File: config.mk
export PLATFORM = sky130hd
export DESIGN_NAME = spb_serial_port
export DESIGN_NICKNAME = d
export VERILOG_FILES = /design/src/common/spb_pkg.sv /design/src/hw/spb_sync2.sv /design/src/hw/spb_shifter.sv /design/src/hw/spb_serial_port.sv
export SDC_FILE = /design/constraint.sdc
export NUM_CORES = 1
export LEC_CHECK = 0
export BUFFER_PORTS_ARGS = -buffer_cell sky130_fd_sc_hd__buf_2
export CAP_MARGIN = 20
export CORE_ASPECT_RATIO = 1.75
export CORE_MARGIN = 2
export CORE_UTILIZATION = 57
export CTS_CLUSTER_DIAMETER = 200
export CTS_CLUSTER_SIZE = 28
export DETAILED_ROUTE_END_ITERATION = 8
export PLACE_DENSITY_LB_ADDON = 0.08
export SLEW_MARGIN = 20
export SYNTH_ARGS = -nofsm -noshare
export SYNTH_HDL_FRONTEND = slang
export SYNTH_HIERARCHICAL = 1
export SYNTH_SLANG_ARGS = --single-unit
File: constraint.sdc
create_clock -name ref_clk -period 2.45 [get_ports ref_clk]
set_input_delay 0 -clock ref_clk [delete_from_list [all_inputs] [get_ports ref_clk]]
set_output_delay 0 -clock ref_clk [all_outputs]
set_load 0.02 [all_outputs]
File: src/common/spb_pkg.sv
// register map, field positions and reset values of the serial port buffer block
// How it works
// - With the input release bit set the data input pin is handed to port control and the shifter sees zero.
// - The transmit request follows a two-bit selector: not full, half empty or more, empty, or empty and idle.
// - The receive request follows a two-bit selector: full, half full or more, not empty, or read out empty.
// - Mode bits marked as locked take writes only while the enable bit is zero.
// - The input release bit has no effect while frame mode is on, and software leaves it zero then.
// - With audio mode on the shifter acts as if clock polarity were one, whatever the stored bit.
// - Transmit empty goes high when the last held word moves into the shift register.
// - Transmit empty goes low when software writes the data buffer location.
// - In standard mode transmit full sets on a data write and clears when the word moves to the shifter.
// - In enhanced mode transmit full is exactly core write pointer plus one equal to module read pointer.
// - In standard mode receive full sets when a received word lands and clears when software reads it.
// - In enhanced mode receive full is exactly module write pointer plus one equal to core read pointer.
package spb_pkg;
	localparam logic [7:0]  CTRL_OFS       = 8'h00;
	localparam logic [7:0]  STAT_OFS       = 8'h04;
	localparam logic [7:0]  DATA_OFS       = 8'h08;
	localparam logic [7:0]  IRQ_STAT_OFS   = 8'h0C;
	localparam logic [7:0]  IRQ_MASK_OFS   = 8'h10;
	localparam int          CTRL_RX_SEL    = 0;
	localparam int          CTRL_TX_SEL    = 2;
	localparam int          CTRL_RELEASE   = 4;
	localparam int          CTRL_ENH       = 5;
	localparam int          CTRL_CPOL      = 6;
	localparam int          CTRL_AUDIO     = 7;
	localparam int          CTRL_FRAME     = 8;
	localparam int          CTRL_ON        = 15;
	localparam logic [15:0] CTRL_RESET     = 16'h0000;
	localparam logic [15:0] CTRL_WR_MASK   = 16'h81FF;
	localparam logic [15:0] CTRL_LOCK_MASK = 16'h01E0;
	localparam int          STAT_RX_FULL   = 0;
	localparam int          STAT_TX_FULL   = 1;
	localparam int          STAT_TX_EMPTY  = 3;
	localparam int          STAT_BUSY      = 4;
	localparam int          IRQ_TX         = 0;
	localparam int          IRQ_RX         = 1;
	localparam int          IRQ_OVF        = 2;
	localparam logic [2:0]  IRQ_MASK_RESET = 3'h0;
endpackage

File: src/hw/spb_sync2.sv
// two-stage synchroniser for pin inputs
`timescale 1ns/100ps
module spb_sync2
#(
	parameter int W = 1
)
(
	input  wire logic         ref_clk,
	input  wire logic         rst_n,
	input  wire logic [W-1:0] d,
	output logic      [W-1:0] q
);
	logic [W-1:0] meta_reg;

	always_ff @(posedge ref_clk)
	begin
		if (!rst_n)
		begin
			meta_reg <= '0;
			q        <= '0;
		end
		else
		begin
			meta_reg <= d;
			q        <= meta_reg;
		end
	end
endmodule

File: src/hw/spb_shifter.sv
// serial shift engine, slave side, on the sampled link clock
`timescale 1ns/100ps
module spb_shifter
#(
	parameter int WIDTH = 8
)
(
	input  wire logic             ref_clk,
	input  wire logic             rst_n,
	input  wire logic             on,
	input  wire logic             cpol,
	input  wire logic             sck_s,
	input  wire logic             ss_n_s,
	input  wire logic             sdi_s,
	input  wire logic             tx_avail,
	input  wire logic [WIDTH-1:0] tx_word,
	output logic                  tx_load,
	output logic                  rx_done,
	output logic      [WIDTH-1:0] rx_word,
	output logic                  sdo,
	output logic                  busy
);
	localparam int CW = $clog2(WIDTH);

	logic             sck_d_reg;
	logic             act_reg;
	logic             need_reg;
	logic [CW-1:0]    cnt_reg;
	logic [WIDTH-1:0] sh_reg;

	wire             sel   = on & ~ss_n_s;
	wire             edge_w = sel & act_reg & (sck_s != sck_d_reg);
	wire             lead  = edge_w & (sck_s != cpol);
	wire             trail = edge_w & (sck_s == cpol);
	wire             start = sel & ~act_reg;
	wire             fetch = start | (trail & need_reg);
	wire [WIDTH-1:0] new_w = tx_avail ? tx_word : '0;

	// a word with nothing queued shifts out zeros
	assign tx_load = fetch & tx_avail;
	assign rx_done = lead & (cnt_reg == CW'(WIDTH - 1));
	assign rx_word = {sh_reg[WIDTH-2:0], sdi_s};

	always_ff @(posedge ref_clk)
	begin
		if (!rst_n || !sel)
		begin
			act_reg  <= 1'b0;
			need_reg <= 1'b0;
			cnt_reg  <= '0;
			busy     <= 1'b0;
		end
		else
		begin
			act_reg <= 1'b1;
			if (fetch)
				need_reg <= 1'b0;
			else if (rx_done)
				need_reg <= 1'b1;
			if (lead)
				cnt_reg <= rx_done ? '0 : cnt_reg + 1'b1;
			if (tx_load)
				busy <= 1'b1;
			else if (rx_done)
				busy <= 1'b0;
		end
	end

	always_ff @(posedge ref_clk)
	begin
		if (!rst_n)
		begin
			sck_d_reg <= 1'b0;
			sh_reg    <= '0;
			sdo       <= 1'b0;
		end
		else
		begin
			sck_d_reg <= sck_s;
			if (fetch)
			begin
				sh_reg <= new_w;
				sdo    <= new_w[WIDTH-1];
			end
			else if (lead)
				sh_reg <= rx_word;
			else if (trail)
				sdo <= sh_reg[WIDTH-1];
		end
	end
endmodule

File: src/hw/spb_serial_port.sv
// serial port core: apb registers, buffers, status flags and interrupts
`timescale 1ns/100ps
module spb_serial_port
	import spb_pkg::*;
#(
	parameter int DEPTH = 4,
	parameter int WIDTH = 8
)
(
	input  wire logic        ref_clk,
	input  wire logic        rst_n,
	input  wire logic        psel,
	input  wire logic        penable,
	input  wire logic        pwrite,
	input  wire logic [7:0]  paddr,
	input  wire logic [31:0] pwdata,
	output logic      [31:0] prdata,
	output logic             pready,
	output logic             pslverr,
	input  wire logic        sck,
	input  wire logic        ss_n,
	input  wire logic        sdi,
	output logic             sdo,
	output logic             sdo_oe,
	output logic             sdi_release,
	output logic             tx_req,
	output logic             rx_req,
	output logic             irq
);
	localparam int PW = $clog2(DEPTH);

	////////////////////////////////////////////////////////////
	// state

	logic [15:0]      ctrl_reg;
	logic [2:0]       ists_reg;
	logic [2:0]       imask_reg;
	logic [WIDTH-1:0] tx_mem [DEPTH];
	logic [WIDTH-1:0] rx_mem [DEPTH];
	logic [PW-1:0]    cwp_reg;
	logic [PW-1:0]    srp_reg;
	logic [PW-1:0]    swp_reg;
	logic [PW-1:0]    crp_reg;
	logic [2:0]       pin_s;
	logic             tx_load;
	logic             rx_done;
	logic [WIDTH-1:0] rx_word;
	logic             busy;
	logic [31:0]      stat_w;

	////////////////////////////////////////////////////////////
	// decode and flags

	wire        on          = ctrl_reg[CTRL_ON];
	wire        enh         = ctrl_reg[CTRL_ENH];
	wire        frm         = ctrl_reg[CTRL_FRAME];
	wire [1:0]  tx_sel      = ctrl_reg[CTRL_TX_SEL +: 2];
	wire [1:0]  rx_sel      = ctrl_reg[CTRL_RX_SEL +: 2];
	wire        eff_cpol    = ctrl_reg[CTRL_AUDIO] | ctrl_reg[CTRL_CPOL];
	wire        release_pin = ctrl_reg[CTRL_RELEASE] & ~frm;
	wire        sdi_in      = pin_s[2] & ~release_pin;

	wire        acc       = psel & penable & pready;
	wire        sel_ctrl  = paddr == CTRL_OFS;
	wire        sel_stat  = paddr == STAT_OFS;
	wire        sel_data  = paddr == DATA_OFS;
	wire        sel_ists  = paddr == IRQ_STAT_OFS;
	wire        sel_imask = paddr == IRQ_MASK_OFS;
	wire        hit       = sel_ctrl | sel_stat | sel_data | sel_ists | sel_imask;
	wire        wr_ctrl   = acc & pwrite & sel_ctrl;
	wire        wr_data   = acc & pwrite & sel_data;
	wire        rd_data   = acc & ~pwrite & sel_data;
	wire        wr_ists   = acc & pwrite & sel_ists;
	wire        wr_imask  = acc & pwrite & sel_imask;
	wire        ready_nxt = psel & penable & ~pready;

	// locked bits keep their value while enabled
	wire [15:0] ctrl_wr   = pwdata[15:0] & CTRL_WR_MASK;
	wire [15:0] ctrl_next = on ? ((ctrl_reg & CTRL_LOCK_MASK) | (ctrl_wr & ~CTRL_LOCK_MASK)) : ctrl_wr;

	// standard mode holds one word, enhanced one less than the depth
	wire [PW-1:0] cap      = enh ? PW'(DEPTH - 1) : PW'(1);
	wire [PW-1:0] half     = cap >> 1;
	wire [PW-1:0] tx_cnt   = cwp_reg - srp_reg;
	wire [PW-1:0] rx_cnt   = swp_reg - crp_reg;
	wire          tx_empty = cwp_reg == srp_reg;
	wire          tx_full  = enh ? (PW'(cwp_reg + 1'b1) == srp_reg) : (cwp_reg != srp_reg);
	wire          rx_full  = enh ? (PW'(swp_reg + 1'b1) == crp_reg) : (swp_reg != crp_reg);
	wire          tx_push  = wr_data & on & ~tx_full;
	wire          rx_pop   = rd_data & (rx_cnt != '0);
	wire          rx_push  = rx_done & ~rx_full;
	wire          rx_ovf   = rx_done & rx_full;

	wire tx_cond = on & (tx_sel == 2'h3 ? ~tx_full :
		tx_sel == 2'h2 ? (tx_cnt <= half) :
		tx_sel == 2'h1 ? tx_empty : (tx_empty & ~busy));
	wire rx_cond = on & (rx_sel == 2'h3 ? rx_full :
		rx_sel == 2'h2 ? (rx_cnt >= PW'(cap - half)) :
		rx_sel == 2'h1 ? (rx_cnt != '0) : (rx_cnt == '0));

	// set wins over a clear in the same cycle
	wire [2:0] ev        = {rx_ovf, rx_cond & ~rx_req, tx_cond & ~tx_req};
	wire [2:0] ists_next = (ists_reg & ~(wr_ists ? pwdata[2:0] : 3'h0)) | ev;

	always_comb
	begin
		stat_w                = 32'h0000_0000;
		stat_w[STAT_RX_FULL]  = rx_full;
		stat_w[STAT_TX_FULL]  = tx_full;
		stat_w[STAT_TX_EMPTY] = tx_empty;
		stat_w[STAT_BUSY]     = busy;
	end

	wire [31:0] rd_mux = sel_ctrl ? {16'h0000, ctrl_reg} :
		sel_stat ? stat_w :
		sel_data ? {{(32 - WIDTH){1'b0}}, rx_mem[crp_reg]} :
		sel_ists ? {29'h0, ists_reg} :
		sel_imask ? {29'h0, imask_reg} : 32'h0000_0000;

	////////////////////////////////////////////////////////////
	// submodules

	spb_sync2 #(.W(3)) u_sync
	(
		.ref_clk (ref_clk),
		.rst_n   (rst_n),
		.d       ({sdi, ss_n, sck}),
		.q       (pin_s)
	);

	spb_shifter #(.WIDTH(WIDTH)) u_shift
	(
		.ref_clk  (ref_clk),
		.rst_n    (rst_n),
		.on       (on),
		.cpol     (eff_cpol),
		.sck_s    (pin_s[0]),
		.ss_n_s   (pin_s[1]),
		.sdi_s    (sdi_in),
		.tx_avail (~tx_empty),
		.tx_word  (tx_mem[srp_reg]),
		.tx_load  (tx_load),
		.rx_done  (rx_done),
		.rx_word  (rx_word),
		.sdo      (sdo),
		.busy     (busy)
	);

	////////////////////////////////////////////////////////////
	// registers

	always_ff @(posedge ref_clk)
	begin
		if (!rst_n)
		begin
			pready  <= 1'b0;
			pslverr <= 1'b0;
			prdata  <= 32'h0000_0000;
		end
		else
		begin
			pready  <= ready_nxt;
			pslverr <= ready_nxt & ~hit;
			prdata  <= (ready_nxt & ~pwrite) ? rd_mux : 32'h0000_0000;
		end
	end

	always_ff @(posedge ref_clk)
	begin
		if (!rst_n)
		begin
			ctrl_reg  <= CTRL_RESET;
			imask_reg <= IRQ_MASK_RESET;
			ists_reg  <= 3'h0;
		end
		else
		begin
			if (wr_ctrl)
				ctrl_reg <= ctrl_next;
			if (wr_imask)
				imask_reg <= pwdata[2:0];
			ists_reg <= ists_next;
		end
	end

	// clearing the enable flushes both buffers
	always_ff @(posedge ref_clk)
	begin
		if (!rst_n || !on)
		begin
			cwp_reg <= '0;
			srp_reg <= '0;
			swp_reg <= '0;
			crp_reg <= '0;
		end
		else
		begin
			if (tx_push)
				cwp_reg <= cwp_reg + 1'b1;
			if (tx_load)
				srp_reg <= srp_reg + 1'b1;
			if (rx_push)
				swp_reg <= swp_reg + 1'b1;
			if (rx_pop)
				crp_reg <= crp_reg + 1'b1;
		end
	end

	always_ff @(posedge ref_clk)
	begin
		if (tx_push)
			tx_mem[cwp_reg] <= pwdata[WIDTH-1:0];
		if (rx_push)
			rx_mem[swp_reg] <= rx_word;
	end

	always_ff @(posedge ref_clk)
	begin
		if (!rst_n)
		begin
			tx_req      <= 1'b0;
			rx_req      <= 1'b0;
			irq         <= 1'b0;
			sdi_release <= 1'b0;
			sdo_oe      <= 1'b0;
		end
		else
		begin
			tx_req      <= tx_cond;
			rx_req      <= rx_cond;
			irq         <= |(ists_reg & imask_reg);
			sdi_release <= release_pin;
			sdo_oe      <= on & ~pin_s[1];
		end
	end

	////////////////////////////////////////////////////////////
	// checks

	a_pin_release: assert property (
		@(posedge ref_clk) disable iff (!rst_n)
		(ctrl_reg[CTRL_RELEASE] && !frm) |=> sdi_release)
		else $error("input pin not released");

	a_tx_select: assert property (
		@(posedge ref_clk) disable iff (!rst_n)
		(on && tx_sel == 2'h0 && busy) |=> !tx_req)
		else $error("tx request while word still shifting");

	a_rx_select: assert property (
		@(posedge ref_clk) disable iff (!rst_n)
		(on && rx_sel == 2'h3 && rx_full) |=> rx_req)
		else $error("rx request missing on full buffer");

	a_ctrl_lock: assert property (
		@(posedge ref_clk) disable iff (!rst_n)
		(on && wr_ctrl) |=> $stable(ctrl_reg & CTRL_LOCK_MASK))
		else $error("locked bit changed while enabled");

	a_frame_pin: assert property (
		@(posedge ref_clk) disable iff (!rst_n)
		frm |=> !sdi_release)
		else $error("release active in frame mode");

	// watches the shifter, not the wire: a word must end on a falling link clock
	a_audio_pol: assert property (
		@(posedge ref_clk) disable iff (!rst_n)
		(on && ctrl_reg[CTRL_AUDIO] && rx_done) |-> !pin_s[0])
		else $error("audio mode word ended on a rising clock");

	a_empty_set: assert property (
		@(posedge ref_clk) disable iff (!rst_n)
		(on && !enh && tx_load && !tx_push) |=> tx_empty)
		else $error("tx empty not set on load");

	a_empty_clear: assert property (
		@(posedge ref_clk) disable iff (!rst_n)
		tx_push |=> !tx_empty)
		else $error("tx empty not cleared on write");

	a_full_std: assert property (
		@(posedge ref_clk) disable iff (!rst_n)
		(on && !enh && tx_push) |=> tx_full)
		else $error("standard tx full not set on write");

	a_full_clear: assert property (
		@(posedge ref_clk) disable iff (!rst_n)
		(on && !enh && tx_load) |=> !tx_full)
		else $error("standard tx full not cleared on load");

	a_full_enh: assert property (
		@(posedge ref_clk) disable iff (!rst_n)
		(enh && tx_push && !tx_load && tx_cnt == PW'(DEPTH - 2)) |=> tx_full)
		else $error("enhanced tx full missing");

	a_rx_std: assert property (
		@(posedge ref_clk) disable iff (!rst_n)
		(on && !enh && rx_pop && !rx_push) |=> !rx_full)
		else $error("standard rx full not cleared");

	a_rx_set: assert property (
		@(posedge ref_clk) disable iff (!rst_n)
		(on && !enh && rx_push) |=> rx_full)
		else $error("standard rx full not set on receive");

	a_rx_enh: assert property (
		@(posedge ref_clk) disable iff (!rst_n)
		(enh && rx_full) |-> rx_cnt == PW'(DEPTH - 1))
		else $error("enhanced rx full wrong count");

	a_tx_level: assert property (
		@(posedge ref_clk) disable iff (!rst_n)
		tx_cond [*2] |-> tx_req)
		else $error("tx request dropped while condition holds");

	a_irq_out: assert property (
		@(posedge ref_clk) disable iff (!rst_n)
		(|(ists_reg & imask_reg)) |=> irq)
		else $error("irq not raised");

	a_rx_empty_sel: assert property (
		@(posedge ref_clk) disable iff (!rst_n)
		(on && rx_sel == 2'h0 && rx_full) |=> !rx_req)
		else $error("rx request on empty select with data held");

	a_tx_notfull: assert property (
		@(posedge ref_clk) disable iff (!rst_n)
		(on && tx_sel == 2'h3 && tx_full) |=> !tx_req)
		else $error("tx request on not full select while full");

	a_rx_level: assert property (
		@(posedge ref_clk) disable iff (!rst_n)
		rx_cond [*2] |-> rx_req)
		else $error("rx request dropped while condition holds");

	a_pready_pulse: assert property (
		@(posedge ref_clk) disable iff (!rst_n)
		pready |=> !pready)
		else $error("ready held longer than one cycle");

	a_slverr_ready: assert property (
		@(posedge ref_clk) disable iff (!rst_n)
		pslverr |-> pready)
		else $error("slave error without ready");

	a_oe_off: assert property (
		@(posedge ref_clk) disable iff (!rst_n)
		!on |=> !sdo_oe)
		else $error("data output driven while disabled");
endmodule

==> metrics.md, run 1 <==
| Metric | Value |
|---|---|
| Status | `finished, final reports clean` |
| Routability cong. | `0.8594` |
| MaxCap Viol Count | `0` |
| Final slew viol count | `0` |
| Fin crit period | `2256 ps` |
| Port Buffers | `43` |
| Htree depth | `4` |
| Data arrival, critical path | `approximately 2400 ps` |
| CTS Buffer Depth | `2` |
| Pleak | `2.564 nW` |
| Most frequent cells in the layout | `dfxtp_1 (67), edfxtp_1 (64), buf_2 (43)` |
| Rel. slew slack | `58.77%` |
| Vias after detailed routing | `3780` |
| Clock latency on the worst-skew pair | `410 ps` |
| Initial Util | `between 50% and 60%` |
| Seq/Total Area, Yosys | `56.77%` |
| Reg2reg start | `cwp_reg[0]` |
| Hold path start | `paddr[0]` |
| Clock skew | `5.047 ps` |
| Worst setup EP type | `flip-flop` |
| Hold Crit Depth | `4` |
| Unrepaired setup endpoints after global routing | `false` |
| # Post-CTS Setup Buffers | `0` |
| Area growth syn-to-layout | `18.15%` |
| Area after DPL | `~6000 um2` |
| Overflow after GRT | `0` |
| Gr usage total | `24.44%` |
| Post-DR wirelength/cell | `between 15 and 20 um` |
| Clock sinks | `131` |
| Antenna violations before repair | `0` |
| Worst Path Max Fanout | `8` |
| Antenna-violating nets left | `0` |
| Die area | `10940 um2` |
| Setup WS pre-CTS | `-13.63 ps` |
| HPWL Detailed | `9159 um` |
| CTS tree | `yes` |
| Die W | `79.91 um` |
| Via/cell ratio | `between 5 and 6` |
| Synth Area per Inst | `12.03 um2` |
| Initial DRC Count | `225` |
| Post-route cell area | `6792 um2` |
| Final non-filler cell total | `683` |
| Crit Path Class | `flip-flop to flip-flop` |
| Worst Hold Slack | `60.01 ps` |
| Cells after DPL | `~630` |
| Main synth FF type | `dfxtp_1` |
| Worst-path clk slew | `50 ps` |
| Share of synthesized registers carrying an async set or reset | `0%` |
| CP Buf/Inv Count | `1` |
| Vias in the first global route | `3863` |
| # rows | `48` |
| Cell Pwr Density | `726.6 nW/um2` |
| Reg-to-Reg End | `tx_mem[0][7]` |
| Top Registers | `rx_mem x32, tx_mem x32` |
| Worst slew pin tran | `612.9 ps` |
| Delay-heaviest family, CP | `simple AND/OR/NAND/NOR gates` |
| Count of final setup violators | `0` |
| Cell with the largest stage delay on the worst path | `dfxtp_1` |
| Flop2flop setup slack | `190 ps` |
| Area of the mapped netlist | `5748 um2` |
| Post-synthesis cell count | `478` |
| Largest net degree at the start of global routing | `35` |
| Synth warnings | `6` |
| Final worst setup slack | `193.6 ps` |
| Post-synth EDFFs | `64` |
| Total Wirelength | `between 10000 and 15000 um` |
| CP required | `between 2000 and 3000 ps` |
| Core box area | `9849 um2` |
| Hold Violations, Final | `0` |
| Unique masters post-synth | `61` |
| Cells along the critical path | `inv_1 -> ha_1 -> o221ai_1 -> a21oi_2 -> and3_1 -> and2_2` |
| Die span in y | `136.8 um` |
| First-pass GRT wire length | `19680 um` |
| Hold EP | `pslverr` |
| Final worst path period share | `between 90 and 100%` |
| IR drop worst, VDD | `0.0008110 V` |
| Fraction of layout cells with a size suffix above 1 | `~23%` |
| Slowest stage delay, CP | `between 300 and 400 ps` |
| ANT cells | `0` |
| Final net count | `608` |
| Seq cells post-synth | `131` |
| DRC Markers | `0` |
| F_max | `between 400 and 500 MHz` |
| R2R cell count | `6` |
| Startpoint types | `flip-flop` |
| CTS Buf Count | `17` |
| Most common cell after layout, fill and taps aside | `dfxtp_1` |
| Detailed Routing Iterations Pass 1 | `5` |
| IO Count | `88` |
| Clk root buf | `clkbuf_16` |
| Min-delay worst type | `input pin to flip-flop` |
-- stage by stage --
step                      setup TNS (ps)  total power, W  util [%]
after detailed placement          -104.2        0.002465     60.91
after CTS                              0        0.004981     68.88
after global routing                   0        0.005087     68.95
final                                  0        0.004935     68.95
after floorplan                        0        0.002443         -
after global placement                 0        0.002462     60.91
-- area by class of cell --
class                   instances  area [um2]
fillers                       742        3058
clock buffers                  18       429.2
well taps                     125       156.4
multi-input cells             302        2201
inverters                      19       71.32
clock inverters                14       162.7
flip-flops and latches        131        3263
repair buffers                 74       508.0
-- where the power goes --
group | total (W) | leakage [nW] | switching, W | internal [W]
clock network | 0.00249 | 0.275 | 0.000901 | 0.00159
registers | 0.00230 | 1.13 | 0.00000296 | 0.00229
logic | 0.000148 | 1.16 | 0.0000942 | 0.0000536
total | 0.00493 | 2.56 | 0.000999 | 0.00394
-- routing by layer --
| metal | vias up | global-route usage, % | share of wire [%] |
|---|---|---|---|
| met5 | - | 0 | 0 |
| met2 | 96 | 44.44 | 56 |
| li1 | 1839 | - | - |
| met3 | 22 | 4.617 | 3.8 |
| met1 | 1823 | 26.75 | 37 |
| met4 | 0 | 11.77 | 3.2 |
-- worst reg2reg max path, stage by stage (launching register included) --
cell      delay, ps
dfxtp_1         390
inv_1           110
ha_1            380
o221ai_1        250
a21oi_2         260
and3_1          230
and2_2          310
-- cell usage after synthesis, drive strengths merged, types with 6 or more instances --
cell type / n / area, um2
clkbuf: 10 / 37.54
nand3b: 6 / 45.04
nor2: 33 / 131.4
o21ai: 23 / 122.6
nor2b: 11 / 68.82
a31oi: 13 / 81.33
xnor2: 7 / 61.31
inv: 18 / 67.56
edfxtp: 64 / 1922
and2: 15 / 97.60
mux2i: 16 / 160.2
mux4: 14 / 315.3
a21oi: 15 / 78.83
ha: 15 / 187.7
nand4: 11 / 68.82
nand3: 10 / 50.05
nand2: 30 / 112.6
dfxtp: 67 / 1341
nor3: 6 / 30.03
buf: 37 / 264.0
and3: 8 / 50.05
-- logic make-up after synthesis --
kind of cell / Yosys count / synth area share, %
compound gates: 76 / 9.295
buf+inv: 66 / 6.486
flops: 131 / 56.77
simple gates: 150 / 14.24
fa+ha+maj: 15 / 3.265
xor+xnor: 9 / 1.611
other cells: 1 / 0.06524
mux: 30 / 8.272
-- repair_timing --
item,CTS,global route
hold buffers,19,0
hold endpoints to repair,55,0
endpoints found under the setup margin,16,39
gates cloned,0,0
resized for setup,2,4
-- worst max-delay path by stage --
stage,from,to,cells after the start
after global routing,cwp_reg[0],tx_mem[1][5],6
after detailed placement,cwp_reg[0],tx_mem[0][7],6
after global placement,cwp_reg[1],tx_mem[1][6],7
final,cwp_reg[0],tx_mem[0][7],6
after CTS,cwp_reg[0],tx_mem[2][5],6
after floorplan,cwp_reg[0],tx_mem[2][0],6
No activity file was read; power rests on OpenSTA's default activity.
==> run 2: changes to the inputs <==
PLACE_DENSITY = 0.8   (was not set)
PLACE_DENSITY_LB_ADDON = not set   (was 0.08)
==> run 2 against run 1 <==
Clock skew grew 0.98 ps. Combinational power is essentially flat. Wire length grew 2.3%. Design area shrank 0.74%. Maximum frequency shrank 4.3%. Global-route usage grew 0.70 points. Setup slack lost 100 ps. Clock power shrank 3%. First-iteration DRC count grew 38%. Sequential power is essentially flat. Register-to-register slack lost 100 ps. Flip-flop and latch count is the same. Highest routed layer unchanged.
==> metrics.md, run 2 (synthesis results as in run 1) <==
| Metric | Value |
|---|---|
| IR drop worst, VDD | `0.0007053 V (was 0.0008110 V)` |
| Antenna violations before repair | `0 (unchanged)` |
| Overflow after GRT | `0 (unchanged)` |
| Pleak | `2.551 nW (was 2.564 nW)` |
| Final slew viol count | `0 (unchanged)` |
| Status | `finished, final reports clean (unchanged)` |
| Fillers | `703 (was 742)` |
| Die W | `79.91 um (unchanged)` |
| Critical Path Source | `cwp_reg[1] (was cwp_reg[0])` |
| Largest net degree at the start of global routing | `34 (was 35)` |
| Hold Crit Depth | `3 (was 4)` |
| CTS tree | `yes (unchanged)` |
| Rel. slew slack | `46.18% (was 58.77%)` |
| Cells along the critical path | `inv_1 -> ha_1 -> inv_1 -> o221ai_1 -> a21oi_2 -> and3_1 -> and2_2 (was inv_1 -> ha_1 -> o221ai_1 -> a21oi_2 -> and3_1 -> and2_2)` |
| Top Registers | `rx_mem x32, tx_mem x32 (unchanged)` |
| Min-delay worst type | `input pin to flip-flop (unchanged)` |
| DRC Markers | `0 (unchanged)` |
| Fin crit period | `2357 ps (was 2256 ps)` |
| Hold path start | `paddr[5] (was paddr[0])` |
| Flop2flop setup slack | `90 ps (was 190 ps)` |
| CTS Buffer Depth | `2 (unchanged)` |
| Gr usage total | `25.14% (was 24.44%)` |
| CP required | `2560 ps (was 2540 ps)` |
| Final net count | `604 (was 608)` |
| R2R cell count | `7 (was 6)` |
| Worst-path clk slew | `50 ps (about the same)` |
| Vias in the first global route | `3974 (was 3863)` |
| Worst slew pin tran | `800.1 ps (was 612.9 ps)` |
| Count of final setup violators | `0 (unchanged)` |
| Max layer used | `met4 (unchanged)` |
| Fraction of layout cells with a size suffix above 1 | `23.65% (was 22.76%)` |
| HPWL Detailed | `8851 um (was 9159 um)` |
| Metal-1 WL | `4450 um (was 4619 um)` |
| Via/cell ratio | `5.758 (was 5.534)` |
| CTS Buf Count | `17 (unchanged)` |
| Detailed Routing Iterations Pass 1 | `9 (was 5)` |
| Vias after detailed routing | `3910 (was 3780)` |
| Antenna-violating nets left | `0 (unchanged)` |
| Reg-to-Reg End | `tx_mem[1][4] (was tx_mem[0][7])` |
| Crit Path Class | `flip-flop to flip-flop (unchanged)` |
| Area after DPL | `5964 um2 (was 6000 um2)` |
| Startpoint types | `flip-flop (unchanged)` |
| Hold Violations, Final | `0 (unchanged)` |
| Worst Path Max Fanout | `8 (unchanged)` |
| IO Count | `88 (unchanged)` |
| Cell with the largest stage delay on the worst path | `dfxtp_1 (unchanged)` |
| Data arrival, critical path | `2460 ps (was 2350 ps)` |
| Die span in y | `136.8 um (unchanged)` |
| ANT cells | `0 (unchanged)` |
| Slowest stage delay, CP | `440 ps (was 390 ps)` |
| # Post-CTS Setup Buffers | `0 (unchanged)` |
| Final Util | `68.45% (was 68.95%)` |
| F_max | `424.3 MHz (was 443.2 MHz)` |
| Most used cell, CP | `inv_1` |
| Worst setup EP type | `flip-flop (unchanged)` |
| WL met3 | `640 um (was 466 um)` |
| Clock skew | `6.025 ps (was 5.047 ps)` |
| Most common cell after layout, fill and taps aside | `dfxtp_1 (unchanged)` |
| Clk root buf | `clkbuf_16 (unchanged)` |
| Post-route cell area | `6741 um2 (was 6792 um2)` |
| Initial DRC Count | `310 (was 225)` |
| Initial Util | `58.36% (unchanged)` |
| Port Buffers | `43 (unchanged)` |
| Core box area | `9849 um2 (unchanged)` |
| Routed met2 length | `7002 um (was 6912 um)` |
| Delay-heaviest family, CP | `simple AND/OR/NAND/NOR gates (unchanged)` |
| Area growth syn-to-layout | `17.28% (was 18.15%)` |
| Die area | `10940 um2 (unchanged)` |
| First-pass GRT wire length | `20040 um (was 19680 um)` |
| Hold EP | `pslverr (unchanged)` |
| Total Wirelength | `12680 um (was 12390 um)` |
| Htree depth | `4 (unchanged)` |
| Final worst path period share | `96.20% (was 92.10%)` |
| Clock sinks | `131 (unchanged)` |
| Most frequent cells in the layout | `dfxtp_1 (67), edfxtp_1 (64), buf_2 (43) (unchanged)` |
| MaxCap Viol Count | `0 (unchanged)` |
| # rows | `48 (unchanged)` |
| Cell Pwr Density | `720.9 nW/um2 (was 726.6 nW/um2)` |
| Reg2reg start | `cwp_reg[1] (was cwp_reg[0])` |
| Clock latency on the worst-skew pair | `420 ps (was 410 ps)` |
| CP Buf/Inv Count | `2 (was 1)` |
| Post-DR wirelength/cell | `18.67 um (was 18.15 um)` |
| Routability cong. | `0.8949 (was 0.8594)` |
## run 2: changes by cell type in the layout (fill, tap and decap cells not counted)
cell           previous run  this run
clkinv_2                  1         5
and3_1                    7         4
and3_2                    1         4
clkinv_1                  4         1
buf_4                    11         9
bufinv_16                 3         1
clkbuf_8                  0         2
clkinv_4                  2         4
clkinvlp_4                4         2
buf_12                    1         0
clkbuf_1                  1         0
clkbuf_16                17        18
dlygate4sd3_1            19        18
inv_6                     1         0
## run 2: how the worst max path moves through the flow
stage | endpoint | slack (ps) | cells after the start
3_5_place_dp | tx_mem[1][7] | -60 | 7
5_1_grt | tx_mem[1][4] | -0.4 | 7
4_1_cts | tx_mem[1][4] | 60 | 7
3_3_place_gp | tx_mem[1][7] | 180 | 7
6_report | tx_mem[1][4] | 90 | 7
2_1_floorplan | tx_mem[2][0] | 430 | 6
## run 2: layout make-up
class,count,area [um2],share of cell area [%]
Multi-Input combinational cell,302,2205,32.70
Clock buffer,20,478.0,7.090
Clock inverter,12,105.1,1.559
Sequential cell,131,3263,48.40
Timing Repair Buffer,70,462.9,6.867
Inverter,19,71.32,1.058
Tap cell,125,156.4,2.320
## run 2: what timing repair did
item                                    CTS  global route
endpoints found under the setup margin   32            57
endpoints found under the hold margin    55             0
pin swaps                                 0             0
hold buffers                             18             0
resized for setup                         4             5
## run 2: stage by stage
| stage | hold slack (ps) | worst slack [ps] | std cells | power [W] | setup TNS [ps] |
|---|---|---|---|---|---|
| 2_1_floorplan | 98.87 | 432.6 | 499 | 0.002443 | 0 |
| 3_3_place_gp | 210.1 | 176.6 | 629 | 0.002462 | 0 |
| 3_5_place_dp | 216.6 | -58.22 | 629 | 0.002465 | -1102 |
| 4_1_cts | 29.79 | 61.28 | 679 | 0.004886 | 0 |
| 5_1_grt | 56.61 | -0.3655 | 679 | 0.005003 | -0.6291 |
| 6_report | 49.94 | 93.14 | 679 | 0.004860 | 0 |
## run 2: per-layer routing
metal	GRT usage, %	up-vias
met5	0	-
met1	25.25	1879
li1	-	1836
met2	45.32	155
met4	14.31	0
met3	7.124	40
## run 2: worst register-to-register path: stages, from the launching register on
cell and delay (ps):
dfxtp_1 440, inv_1 130, ha_1 330, inv_1 80, o221ai_1 220, a21oi_2 300, and3_1 260, and2_2 290
## run 2: where the power goes
part | switching, W | internal [W] | total, W
Clock | 0.000913 | 0.00150 | 0.00242
Combinational | 0.0000958 | 0.0000526 | 0.000148
Sequential | 0.00000316 | 0.00229 | 0.00230
